--- config.mk ---
export PLATFORM = sky130hd
export DESIGN_NAME = dmn_exec
export DESIGN_NICKNAME = d
export VERILOG_FILES = /design/src/shared/dmn_pkg.sv /design/src/hw/dmn_exec.sv /design/src/hw/dmn_int_unit.sv /design/src/hw/dmn_float_unit.sv
export SDC_FILE = /design/constraint.sdc
export NUM_CORES = 2
export LEC_CHECK = 0
export CORE_UTILIZATION = 27
export CTS_CLUSTER_SIZE = 30
export DETAILED_ROUTE_END_ITERATION = 8
export DONT_BUFFER_PORTS = 1
export PLACE_DENSITY = 0.41
export SYNTH_ARGS = -nofsm -noshare
export SYNTH_HDL_FRONTEND = slang
export SYNTH_SLANG_ARGS = --single-unit
--- constraint.sdc ---
create_clock -name CLK -period 3.5 [get_ports CLK]
set_input_delay 0.35 -clock CLK [delete_from_list [all_inputs] [get_ports CLK]]
set_output_delay 0.35 -clock CLK [all_outputs]
set_load 0.02 [all_outputs]
--- src/shared/dmn_pkg.sv ---
`default_nettype none
package dmn_pkg;
    // Data widths of the datapath
    localparam int WORD_W = 32;
    localparam int EXP_W = 8;
    localparam int EXT_W = 40;
    localparam int INT_MPY_W = 24;
    localparam int REG_SEL_W = 5;
    localparam int AR_SEL_W = 3;
    // Field positions of an extended-precision word
    localparam int EXP_LSB = 32;
    localparam int EXP_MSB = 39;
    localparam int MAN_MSB = 31;
    // Extended-precision destinations are numbered 0 to 7
    localparam logic [REG_SEL_W-1:0] EXT_REG_COUNT = 5'h08;
    // Exponent that marks a floating-point zero, and the limits
    localparam logic [EXP_W-1:0] EXP_ZERO = 8'h80;
    localparam int EXP_MAX = 127;
    localparam int EXP_MIN = -127;
    // Values after reset
    localparam logic [EXT_W-1:0] RESULT_RST = 40'h00_0000_0000;
    localparam logic [REG_SEL_W-1:0] DST_RST = 5'h00;
    localparam logic [AR_SEL_W-1:0] AR_SEL_RST = 3'h0;
    localparam logic [WORD_W-1:0] AR_VAL_RST = 32'h0000_0000;
    // Cycles from an accepted start to the result strobe
    localparam int RESULT_LATENCY = 1;

    // Instruction group handled by the slice
    typedef enum logic [3:0] {
        float_multiply_three_operand,
        integer_multiply_two_operand,
        integer_multiply_three_operand,
        integer_negate_with_borrow,
        float_negate,
        integer_negate,
        idle_operation,
        float_leading_bit_align,
        bitwise_complement
    } dmn_op_t;

    // Sub-operations of the floating-point unit
    typedef enum logic [1:0] {
        FOP_MUL,
        FOP_NEG,
        FOP_ALIGN
    } dmn_fop_t;

    // Sub-operations of the integer unit
    typedef enum logic [1:0] {
        IOP_MUL,
        IOP_NEG,
        IOP_NEG_BORROW,
        IOP_NOT
    } dmn_iop_t;
endpackage
`default_nettype wire

--- src/hw/dmn_exec.sv ---
// How it works
// RL1 - Float multiply of two sources goes to an ext register.
// RL2 - Integer multiply by destination, 24-bit signed, low 32 bits kept.
// RL3 - Three-operand integer multiply of 24-bit sources, low 32 bits kept.
// RL4 - Negate with borrow gives zero minus source minus carry.
// RL5 - Float negate writes zero minus source to ext register, or in place.
// RL6 - Integer negate writes zero minus source to destination, or in place.
// RL7 - Idle runs no unit; only an indirect operand's address update happens.
// RL8 - Leading bit align normalizes a float source into an ext register.
// RL9 - Complement inverts the low 32 source bits into destination, or in place.
// RL10 - Ext-register results accept only destinations zero to seven.
// RL11 - Indirect addressing picks one of eight address registers to update.
// RL12 - Carry sampled at start; only the destination and an indirect operand's address register change.
`timescale 1ns/1ps
`default_nettype none
module dmn_exec
(
    input wire logic CLK,
    input wire logic RST_N,
    input wire logic START,
    input wire dmn_pkg::dmn_op_t OPCODE,
    input wire logic ONE_OPERAND,
    input wire logic OPERAND_GIVEN,
    input wire logic [dmn_pkg::EXT_W-1:0] FIRST_SOURCE_OPERAND,
    input wire logic [dmn_pkg::EXT_W-1:0] SECOND_SOURCE_OPERAND,
    input wire logic [dmn_pkg::EXT_W-1:0] DST_IN,
    input wire logic [dmn_pkg::REG_SEL_W-1:0] DST_SEL,
    input wire logic CARRY_IN,
    input wire logic SRC_INDIRECT,
    input wire logic [dmn_pkg::AR_SEL_W-1:0] AR_SEL,
    input wire logic [dmn_pkg::WORD_W-1:0] AR_NEXT,
    output logic [dmn_pkg::EXT_W-1:0] RESULT,
    output logic [dmn_pkg::REG_SEL_W-1:0] RESULT_DST,
    output logic RESULT_WE,
    output logic AR_WE,
    output logic [dmn_pkg::AR_SEL_W-1:0] AR_INDEX,
    output logic [dmn_pkg::WORD_W-1:0] AR_VALUE,
    output logic ILLEGAL
);
    import dmn_pkg::*;

    logic rst_meta_r;
    logic rst_sync_r;
    logic rst_n;

    ////////////////////////////////////////////////////////////////////
    // Reset release through two flip-flops
    always_ff @(posedge CLK or negedge RST_N)
    begin
        if (!RST_N)
        begin
            rst_meta_r <= 1'b0;
            rst_sync_r <= 1'b0;
        end
        else
        begin
            rst_meta_r <= 1'b1;
            rst_sync_r <= rst_meta_r;
        end
    end
    assign rst_n = rst_sync_r;

    ////////////////////////////////////////////////////////////////////
    // Operand selection and unit steering
    logic [EXT_W-1:0] src;
    logic ext_dst;
    logic int_op;
    logic dst_ok;
    logic idle_ok;
    logic legal;
    dmn_fop_t fop;
    dmn_iop_t iop;
    logic [WORD_W-1:0] int_a;
    logic [WORD_W-1:0] int_b;
    logic [WORD_W-1:0] int_y;
    logic [EXT_W-1:0] flt_b;
    logic [EXT_W-1:0] flt_y;

    // One-operand forms take the destination as their source
    assign src = ONE_OPERAND ? DST_IN : FIRST_SOURCE_OPERAND;

    always_comb
    begin
        ext_dst = 1'b0;
        int_op = 1'b0;
        fop = FOP_ALIGN;
        iop = IOP_NOT;
        int_a = src[WORD_W-1:0];
        int_b = DST_IN[WORD_W-1:0];
        flt_b = SECOND_SOURCE_OPERAND;
        case (OPCODE)
            float_multiply_three_operand:
            begin
                ext_dst = 1'b1;
                fop = FOP_MUL;                       // [RL1]
            end
            integer_multiply_two_operand:
            begin
                int_op = 1'b1;
                iop = IOP_MUL;                       // [RL2]
            end
            integer_multiply_three_operand:
            begin
                int_op = 1'b1;
                iop = IOP_MUL;
                int_b = SECOND_SOURCE_OPERAND[WORD_W-1:0]; // [RL3]
            end
            integer_negate_with_borrow:
            begin
                int_op = 1'b1;
                iop = IOP_NEG_BORROW;                // [RL4]
            end
            float_negate:
            begin
                ext_dst = 1'b1;
                fop = FOP_NEG;                       // [RL5]
            end
            integer_negate:
            begin
                int_op = 1'b1;
                iop = IOP_NEG;                       // [RL6]
            end
            float_leading_bit_align:
            begin
                ext_dst = 1'b1;
                fop = FOP_ALIGN;                     // [RL8]
            end
            bitwise_complement:
            begin
                int_op = 1'b1;
                iop = IOP_NOT;                       // [RL9]
            end
            default:
            begin
                ext_dst = 1'b0;                      // Idle: no unit [RL7]
                int_op = 1'b0;
            end
        endcase
    end

    // Destination and operand legality checks
    assign dst_ok = !ext_dst || (DST_SEL < EXT_REG_COUNT);       // [RL10]
    assign idle_ok = (OPCODE != idle_operation) || !OPERAND_GIVEN ||
                     SRC_INDIRECT;                               // [RL7]
    assign legal = dst_ok && idle_ok;

    dmn_int_unit u_int
    (
        .op(iop),
        .a(int_a),
        .b(int_b),
        .borrow(CARRY_IN),                           // Sampled at start [RL12]
        .y(int_y)
    );

    dmn_float_unit u_flt
    (
        .op(fop),
        .a(src),
        .b(flt_b),
        .y(flt_y)
    );

    ////////////////////////////////////////////////////////////////////
    // Result and address register write-back
    logic [EXT_W-1:0] result_r;
    logic [EXT_W-1:0] result_nxt;
    logic [REG_SEL_W-1:0] dst_r;
    logic [REG_SEL_W-1:0] dst_nxt;
    logic we_r;
    logic we_nxt;
    logic ar_we_r;
    logic ar_we_nxt;
    logic [AR_SEL_W-1:0] ar_idx_r;
    logic [AR_SEL_W-1:0] ar_idx_nxt;
    logic [WORD_W-1:0] ar_val_r;
    logic [WORD_W-1:0] ar_val_nxt;
    logic ill_r;
    logic ill_nxt;

    always_comb
    begin
        result_nxt = result_r;
        dst_nxt = dst_r;
        ar_idx_nxt = ar_idx_r;
        ar_val_nxt = ar_val_r;
        we_nxt = 1'b0;
        ar_we_nxt = 1'b0;
        ill_nxt = 1'b0;
        if (START)
        begin
            ill_nxt = !legal;
            if (legal && (int_op || ext_dst))
            begin
                we_nxt = 1'b1;                       // Only the destination [RL12]
                dst_nxt = DST_SEL;
                // Integer results keep the exponent field of the target
                result_nxt = int_op ? {DST_IN[EXP_MSB:EXP_LSB], int_y}
                                    : flt_y;
            end
            if (legal && SRC_INDIRECT && OPERAND_GIVEN)
            begin
                ar_we_nxt = 1'b1;                    // [RL11] [RL7]
                ar_idx_nxt = AR_SEL;
                ar_val_nxt = AR_NEXT;
            end
        end
    end

    always_ff @(posedge CLK or negedge rst_n)
    begin
        if (!rst_n)
        begin
            result_r <= RESULT_RST;
            dst_r <= DST_RST;
            we_r <= 1'b0;
            ar_we_r <= 1'b0;
            ar_idx_r <= AR_SEL_RST;
            ar_val_r <= AR_VAL_RST;
            ill_r <= 1'b0;
        end
        else
        begin
            result_r <= result_nxt;
            dst_r <= dst_nxt;
            we_r <= we_nxt;
            ar_we_r <= ar_we_nxt;
            ar_idx_r <= ar_idx_nxt;
            ar_val_r <= ar_val_nxt;
            ill_r <= ill_nxt;
        end
    end

    assign RESULT = result_r;
    assign RESULT_DST = dst_r;
    assign RESULT_WE = we_r;
    assign AR_WE = ar_we_r;
    assign AR_INDEX = ar_idx_r;
    assign AR_VALUE = ar_val_r;
    assign ILLEGAL = ill_r;

    logic signed [2*INT_MPY_W-1:0] ref_prod;
    logic signed [2*INT_MPY_W-1:0] ref_prod2;
    logic [WORD_W-1:0] ref_low;
    logic [WORD_W-1:0] ref_low2;

    // Full-width reference products of the 24-bit fields, kept as signals
    assign ref_prod = $signed(src[INT_MPY_W-1:0]) *
                      $signed(SECOND_SOURCE_OPERAND[INT_MPY_W-1:0]);
    assign ref_prod2 = $signed(src[INT_MPY_W-1:0]) *
                       $signed(DST_IN[INT_MPY_W-1:0]);
    assign ref_low = ref_prod[WORD_W-1:0];
    assign ref_low2 = ref_prod2[WORD_W-1:0];
endmodule // dmn_exec
`default_nettype wire

--- src/hw/dmn_int_unit.sv ---
`timescale 1ns/1ps
`default_nettype none
module dmn_int_unit
(
    input wire dmn_pkg::dmn_iop_t op,
    input wire logic [dmn_pkg::WORD_W-1:0] a,
    input wire logic [dmn_pkg::WORD_W-1:0] b,
    input wire logic borrow,
    output logic [dmn_pkg::WORD_W-1:0] y
);
    import dmn_pkg::*;

    logic signed [2*INT_MPY_W-1:0] prod;

    ////////////////////////////////////////////////////////////////////
    // Signed 24 x 24 product of the low fields
    assign prod = $signed(a[INT_MPY_W-1:0]) * $signed(b[INT_MPY_W-1:0]);

    ////////////////////////////////////////////////////////////////////
    // Result select; a is the source operand
    always_comb
    begin
        case (op)
            IOP_MUL:  y = prod[WORD_W-1:0];          // Low 32 bits only
            IOP_NEG:  y = WORD_W'(32'h0 - a);
            IOP_NEG_BORROW: y = WORD_W'(32'h0 - a - {31'h0, borrow});
            IOP_NOT:  y = ~a;
            default:  y = '0;
        endcase
    end
endmodule // dmn_int_unit
`default_nettype wire

--- src/hw/dmn_float_unit.sv ---
`timescale 1ns/1ps
`default_nettype none
module dmn_float_unit
(
    input wire dmn_pkg::dmn_fop_t op,
    input wire logic [dmn_pkg::EXT_W-1:0] a,
    input wire logic [dmn_pkg::EXT_W-1:0] b,
    output logic [dmn_pkg::EXT_W-1:0] y
);
    import dmn_pkg::*;

    logic signed [EXP_W-1:0] ea;
    logic signed [EXP_W-1:0] eb;
    logic signed [WORD_W-1:0] ma;
    logic signed [WORD_W-1:0] mb;
    logic signed [2*WORD_W-1:0] prod;
    logic [WORD_W:0] raw;
    logic [WORD_W:0] shifted;
    logic signed [9:0] exp_in;
    logic signed [9:0] exp_out;
    logic [5:0] lead;
    logic is_zero;
    logic [WORD_W-1:0] differs;

    assign ea = a[EXP_MSB:EXP_LSB];
    assign eb = b[EXP_MSB:EXP_LSB];
    assign ma = a[MAN_MSB:0];
    assign mb = b[MAN_MSB:0];
    assign prod = ma * mb;

    ////////////////////////////////////////////////////////////////////
    // Raw 33-bit mantissa (value raw / 2^30) and its exponent
    always_comb
    begin
        case (op)
            FOP_MUL:
            begin
                raw = prod[62:30];
                exp_in = 10'(ea) + 10'(eb);
            end
            FOP_NEG:
            begin
                raw = 33'h0 - {ma[MAN_MSB], ma};
                exp_in = 10'(ea);
            end
            default:
            begin
                raw = {ma[MAN_MSB], ma};
                exp_in = 10'(ea);
            end
        endcase
    end

    ////////////////////////////////////////////////////////////////////
    // Bits that differ from the sign, one per position
    genvar gi;
    generate
        for (gi = 0; gi < WORD_W; gi++)
        begin : g_diff
            assign differs[gi] = raw[gi] ^ raw[WORD_W];
        end
    endgenerate

    ////////////////////////////////////////////////////////////////////
    // Count redundant sign bits and align the leading bit
    always_comb
    begin
        lead = 6'h20;
        for (int i = 0; i < WORD_W; i++)
        begin
            if (differs[i])
            begin
                lead = 6'(WORD_W - 1 - i);
            end
        end
        shifted = raw << lead;
        exp_out = exp_in + 10'sh001 - 10'(lead);
        is_zero = (raw == '0) ||
                  (op == FOP_MUL && (ea == EXP_ZERO || eb == EXP_ZERO)) ||
                  (op != FOP_MUL && ea == EXP_ZERO);
        if (is_zero || exp_out < 10'(EXP_MIN))
        begin
            y = {EXP_ZERO, 32'h0};                   // Zero or underflow
        end
        else if (exp_out > 10'(EXP_MAX))
        begin
            y = {8'h7f, shifted[WORD_W:1]};          // Exponent clamped
        end
        else
        begin
            y = {exp_out[EXP_W-1:0], shifted[WORD_W:1]};
        end
    end
endmodule // dmn_float_unit
`default_nettype wire

# Word level (Yosys, flattened, before mapping)
# Cells that the tools add are included.
# Widths: inputs -> output; s select.
[word_totals]
regBits = 85
latchBits = 0
ramBits = 0
romBits = 0
inputBits = 171
output_inout_bits = 83
word_cells = 144
n_memories = 0
[op_classes]
addsub = 6
n_mul = 2
div_mod_pow = 0
magnitude_cmp = 3
n_eq_ne = 14
n_shift = 1
muxes = 49
bitwise_logic = 33
n_reduce_logical = 27
[op_table]
columns = ["cell", "count"]
rows = [
  ["$mux 6", 32],
  ["$mux 40", 4],
  ["$pmux 32 s4", 1],
  ["$pmux 33 s2", 1],
  ["$mul 32x32->63", 1],
  ["$logic_not 33->1", 1],
  ["$shl 33x6->33", 1],
  ["$sub 1x32->33 const A", 1],
  ["$mul 24x24->32", 1],
  ["$not 32->32", 1],
  ["$sub 1x32->32 const A", 1],
  ["$sub 32x1->32", 1],
  ["$xor 1x1->1", 32],
  ["$mux 24", 1],
  ["$eq 8x8->1 const B", 2],
  ["$eq 4x3->1 const B", 3],
  ["$add 10x1->10 const B", 1],
  ["$gt 10x8->1 const B", 1],
  ["$lt 10x8->1 const B", 1],
  ["$mux 10", 1],
  ["$sub 10x6->10", 1],
  ["$add 8x8->9", 1],
  ["$eq 4x2->1 const B", 2],
  ["$logic_or 1x1->1", 8],
  ["other kinds (18)", 35],
]

# Depth between registers and ports, before layout
[depth]
ltp_word = 42
ltp_mapped = 70
depth_no_buf = 53

# Cells and area by module
# Synthesis repeated with hierarchy kept, for this count alone.
[unflattened]
cells_unflattened = 7668
area_unflattened_um2 = 66515.0
[modules_own_cells]
columns = ["module", "instances", "cells_per_inst", "area_per_inst_um2", "seq_area_each_um2"]
rows = [
  ["dmn_float_unit", 1, 4838, 41810.1, 0.0],
  ["dmn_int_unit", 1, 2135, 17621.9, 0.0],
  ["dmn_exec", 1, 695, 7083.0, 2127.0],
]

# Worst setup path after synthesis
# Ideal clock, no wire load.
[synth_timing]
path_type = "input to register"
start = "in ONE_OPERAND"
end = "reg result_r[26], in the netlist RESULT[26]"
setup_time_ns = 0.066
t_arrival_ns = 14.551
required_time_ns = 3.434
path_slack_ns = -11.118
stages = 65
n_path_buf = 15
path_cell_list = "buf_6 buf_6 buf_6 buf_6 buf_4 buf_2 buf_4 buf_2 buf_1 mux2_2 clkbuf_1 clkbuf_1 nand2_1 fa_1 inv_1 fa_1 fa_1 inv_1 [... 29 more ...] fa_1 a21oi_1 nor2_1 nor2_1 o21bai_1 a21oi_1 xnor2_1 o41ai_1 o211a_1 nor4_1 o41ai_1 a21o_1 or2_1 clkbuf_1 nor2_1 nand3_1 o211ai_1 o32a_1"
[synth_between]
elab_chain_cells = 41
elab_cells_between_ends = 90
cone_classes = "add/sub (6); mul (2); order compare (1); eq/ne (1); shift (1); mux (39); bitwise (33); reduce/logical (7)"
[synth_rtl]
columns = ["element", "line", "source"]
rows = [
  ["from (decl)", "dmn_exec.sv:22", "input wire logic ONE_OPERAND,"],
  ["$mux 40 *", "dmn_exec.sv:80", "assign src = ONE_OPERAND ? DST_IN : FIRST_SOURCE_OPERAND;"],
  ["$mul 32x32->63 or $sub 1x32->33 (tied branches)", "dmn_float_unit.sv:29, dmn_float_unit.sv:43", ""],
  ["$pmux 33 s2", "dmn_float_unit.sv:35", "case (op)"],
  ["$xor 1x1->1", "dmn_float_unit.sv:60", "assign differs[gi] = raw[gi] ^ raw[WORD_W];"],
  ["$mux 6 (32 in a row)", "dmn_float_unit.sv:71", "if (differs[i])"],
  ["$sub 10x6->10", "dmn_float_unit.sv:77", "exp_out = exp_in + 10'sh001 - 10'(lead);"],
  ["$lt 10x8->1", "dmn_float_unit.sv:81", "if (is_zero || exp_out < 10'(EXP_MIN))"],
  ["$logic_or 1x1->1", "dmn_float_unit.sv:81", ""],
  ["$mux 40", "dmn_float_unit.sv:81", ""],
  ["$mux 40 *", "dmn_exec.sv:198", "result_nxt = int_op ? {DST_IN[EXP_MSB:EXP_LSB], int_y}"],
  ["to (signal assigned)", "dmn_exec.sv:224", "result_r <= result_nxt;"],
  ["to (decl)", "dmn_exec.sv:166", "logic [EXT_W-1:0] result_r;"],
]
# Mark *: on every way between the ends. The rest lies on a longest branch, timed or not.
# A chain may end at the register's enable or synchronous reset.

# Worst setup path after layout
[layout_timing]
start = "in ONE_OPERAND"
end = "reg result_r[25], in the netlist RESULT[25]"
# The elaborated chain is that of the path after synthesis.

==> out/results.tsv <==
stage	metric	value	unit
worst_setup_path	R2R Path End	AR_VALUE[7]	
routing	Detailed Route Iter0 Violations	3175	
worst_setup_path	R2R Setup Slk	2.26	ns
timing	Final WS setup	-8.80	ns
worst_setup_path	most used cell, CP	fa_1	
yosys	YS warnings	0	
die	Starting Density	27.2	%
worst_setup_path	crit start category	input port	
timing	worst rel slew slack	27.2	%
yosys	Post-synth EDFFs	0	
worst_setup_path	CP max stage delay	0.53	ns
die	Core Footprint	225000	um2
cts	Max Root-Sink Buffers	2	
routing	DR WL/cell	22.6	um
routing	Vias/cell	4.72	
layout	Cell Count, Final, Fillers Out	10900	
routing	drt pass-1 iters	9	
layout	final core utilization	33.6	%
routing	final WL	246	mm
global_routing	initial antenna violation count	16	
yosys	synthesis-stage register bit count	85	
timing	Final Cycle Share	352	%
cts	Root Buffer	clkbuf_16	
cts	clk slew on worst S/H paths	0.08	ns
timing	Tightest Pin Transition	1.09	ns
global_routing	largest net degree at the start of global routing	94	
yosys	Main synth FF type	dfrtp_1	
routing	Final ANT Viol Nets	0	
global_routing	first-pass GRT wire length	371	mm
cts	htree depth	3	
worst_setup_path	Worst Path Required	3.76	ns
worst_hold_path	Hold Startpoint	DST_SEL[4]	
global_routing	Total GRT Usage	21.7	%
global_routing	total gr overflow	0	
cts	CTS tree	yes	
yosys	Seq/Total Area, Yosys	3.47	%
timing	Final Setup Violations	40	
yosys	Syn Area/Cell	8.71	um2
layout	# nets final	9813	
worst_hold_path	Min-Delay Path Depth	2	
yosys	ys async rst share	100	%
layout	layout cells sized above 1	20.9	%
cts	Num Clock Sinks	85	
layout	Layout area overhead	23.3	%
placement	Final Wtd Congestion	0.900	
global_routing	vias in the first global route	56700	
die	row cnt	174	
placement	IO buf count	0	
yosys	Cell Area, Synth	61200	um2
placement	cell count after placement	10800	
die	Die ar.	229000	um2
timing	Final Hold Viols	0	
flow_run	max-cap viol count	0	
yosys	Synth cell types	118	
timing	RSZ-0062 raised after global routing	yes	
yosys	Synth Net Count	8976	
timing	min cycle time layout	12.30	ns
cts	Num CTS Buffers	9	
worst_setup_path	CP Capture Type	register	
timing	clock skew	0.0159	ns
worst_setup_path	Arr. time, crit path	12.56	ns
run_status	outcome	complete, but fails checks	
routing	via count	51400	
yosys	Mapped Cells	7030	
worst_setup_path	Slowest cell on crit path	fa_1	
timing	Final Max Tran Viols	0	
timing	Post-Route Hold Slack	0.0996	ns
placement	Final HPWL DP	209	mm
worst_setup_path	reg-to-reg startpoint	rst_n	
worst_setup_path	critical path class	input port to register	
cts	clk_lat worst skew	0.37	ns
die	IO Pins	254	
timing	Peak Freq	0.0813	GHz
die	Die Height	478	um
run_status	failing checks	design-rule violations, negative setup slack	
worst_hold_path	Worst Hold Class	input port to register	
worst_hold_path	hold path endpoint	RESULT_DST[4]	
die	Die Span X	478	um
worst_setup_path	crit-path max FO	93	
routing	drt drc	9	
worst_setup_path	R2R depth	0	
==> Yosys cell counts (10+ instances only) <==
master / n / area, um2
nand2b_1: 22 / 138
inv_1: 1475 / 5540
nand4_1: 37 / 231
o211ai_1: 20 / 150
o221ai_1: 11 / 96.3
a211o_1: 19 / 166
a31o_2: 10 / 87.6
a22oi_1: 17 / 128
fa_1: 1455 / 29100
clkbuf_1: 339 / 1270
ha_1: 320 / 4000
a21o_1: 54 / 405
buf_1: 25 / 93.8
nand3_1: 84 / 420
nor4_1: 19 / 119
o21ai_1: 16 / 80.1
nand2_1: 1084 / 4070
o21ai_0: 120 / 601
buf_2: 16 / 80.1
o21bai_1: 16 / 120
dfrtp_1: 85 / 2130
o21a_1: 25 / 188
and3_1: 23 / 144
mux2_2: 99 / 1110
mux2i_1: 112 / 1120
xnor2_1: 113 / 990
nor2b_1: 11 / 68.8
nor2_1: 324 / 1220
and2_1: 443 / 2770
a31oi_1: 32 / 200
a21oi_1: 187 / 936
o22ai_1: 25 / 156
o31ai_1: 11 / 82.6
a211oi_1: 24 / 180
xor2_1: 27 / 236
nor3_1: 68 / 340
or2_2: 16 / 100
or3_1: 20 / 125
==> routing by layer <==
layer / global-route usage [%] / up-vias / routed length [um]
met2: 36.2 / 1292 / 116000
met4: 5.93 / 6 / 7860
met1: 29.4 / 26700 / 109000
met5: 0 / - / 34
met3: 2.74 / 266 / 12400
li1: - / 23100 / -
==> how the worst max path moves through the flow <==
stage	startpoint	end	slack [ns]	cells past startpoint
final	ONE_OPERAND	RESULT[25]	-8.80	54
after global routing	ONE_OPERAND	RESULT[28]	-9.06	56
after CTS	ONE_OPERAND	RESULT[26]	-8.72	56
after detailed placement	ONE_OPERAND	RESULT[28]	-10.27	56
after global placement	ONE_OPERAND	RESULT[28]	-10.17	55
after floorplan	ONE_OPERAND	RESULT[26]	-9.53	67
==> logic make-up after synthesis <==
family          Yosys count  share of synthesized area (%)
simple gates           2222                           17.0
buf+inv                1868                           11.6
fa+ha+maj              1775                           54.1
compound gates          721                           8.02
mux                     218                           3.85
xor+xnor                140                           2.00
flops                    85                           3.47
other cells               1                        0.00612
==> stage by stage <==
| step | instance area, um2 | setup TNS [ns] | setup WS, ns |
|---|---|---|---|
| after detailed placement | 72900 | -397.04 | -10.27 |
| final | 75500 | -342.17 | -8.80 |
| after CTS | 74700 | -339.63 | -8.72 |
| after global placement | 72900 | -394.41 | -10.17 |
| after global routing | 75500 | -354.22 | -9.06 |
| after floorplan | 61800 | -366.76 | -9.53 |
==> area by class of cell <==
cell class | count | area [um2]
fillers | 23800 | 150000
multi-input cells | 5077 | 53800
repair buffers | 1217 | 10000
inverters | 1477 | 5550
well taps | 2992 | 3740
flip-flops and latches | 85 | 2130
clock buffers | 10 | 229
clock inverters | 6 | 77.6
diodes | 19 | 47.5
==> what timing repair did <==
| action | CTS | global route |
|---|---|---|
| setup endpoints to repair | 40 | 40 |
| gates resized for setup | 218 | 119 |
| hold buffers | 1 | 0 |
| gates cloned | 2 | 1 |
| setup buffers | 54 | 30 |
| endpoints found under the hold margin | 2 | 0 |
| pin swaps | 105 | 76 |
==> cells in the final DEF, fill, tap and decap left out, drive strengths merged, types with 25 or more instances in the layout <==
cell    count
a211oi     25
or2        25
buf      1214
a21o       54
nand4      38
and2      444
o21ai     138
o21a       25
nor3       78
fa       1455
mux2i     118
a31oi      33
nand3      84
xnor2     113
ha        320
nand2    1086
inv      1479
nor2      325
a21oi     189
xor2       27
o22ai      26
dfrtp      85
mux2       99
==> critical path, delay by kind of cell <==
| family | cells | cell delay (ns) |
|---|---|---|
| buffers and inverters | 15 | 1.63 |
| muxes | 2 | 0.65 |
| and+or+nand+nor | 7 | 1.44 |
| xor gates and xnor gates | 1 | 0.16 |
| adders and majority gates | 12 | 4.86 |
| AOI/OAI and AO/OA | 17 | 3.35 |
==> sequential cells by signal, summed over array words and instances, names as in the netlist <==
register    count
rst_meta_r      1
AR_WE           1
RESULT_WE       1
rst_n           1
RESULT_DST      5
RESULT         40
AR_VALUE       32
ILLEGAL         1
AR_INDEX        3
Power is left out: the tool's default activity adds up to more than one toggle a clock period on the data nets, which glitch-free logic cannot reach.
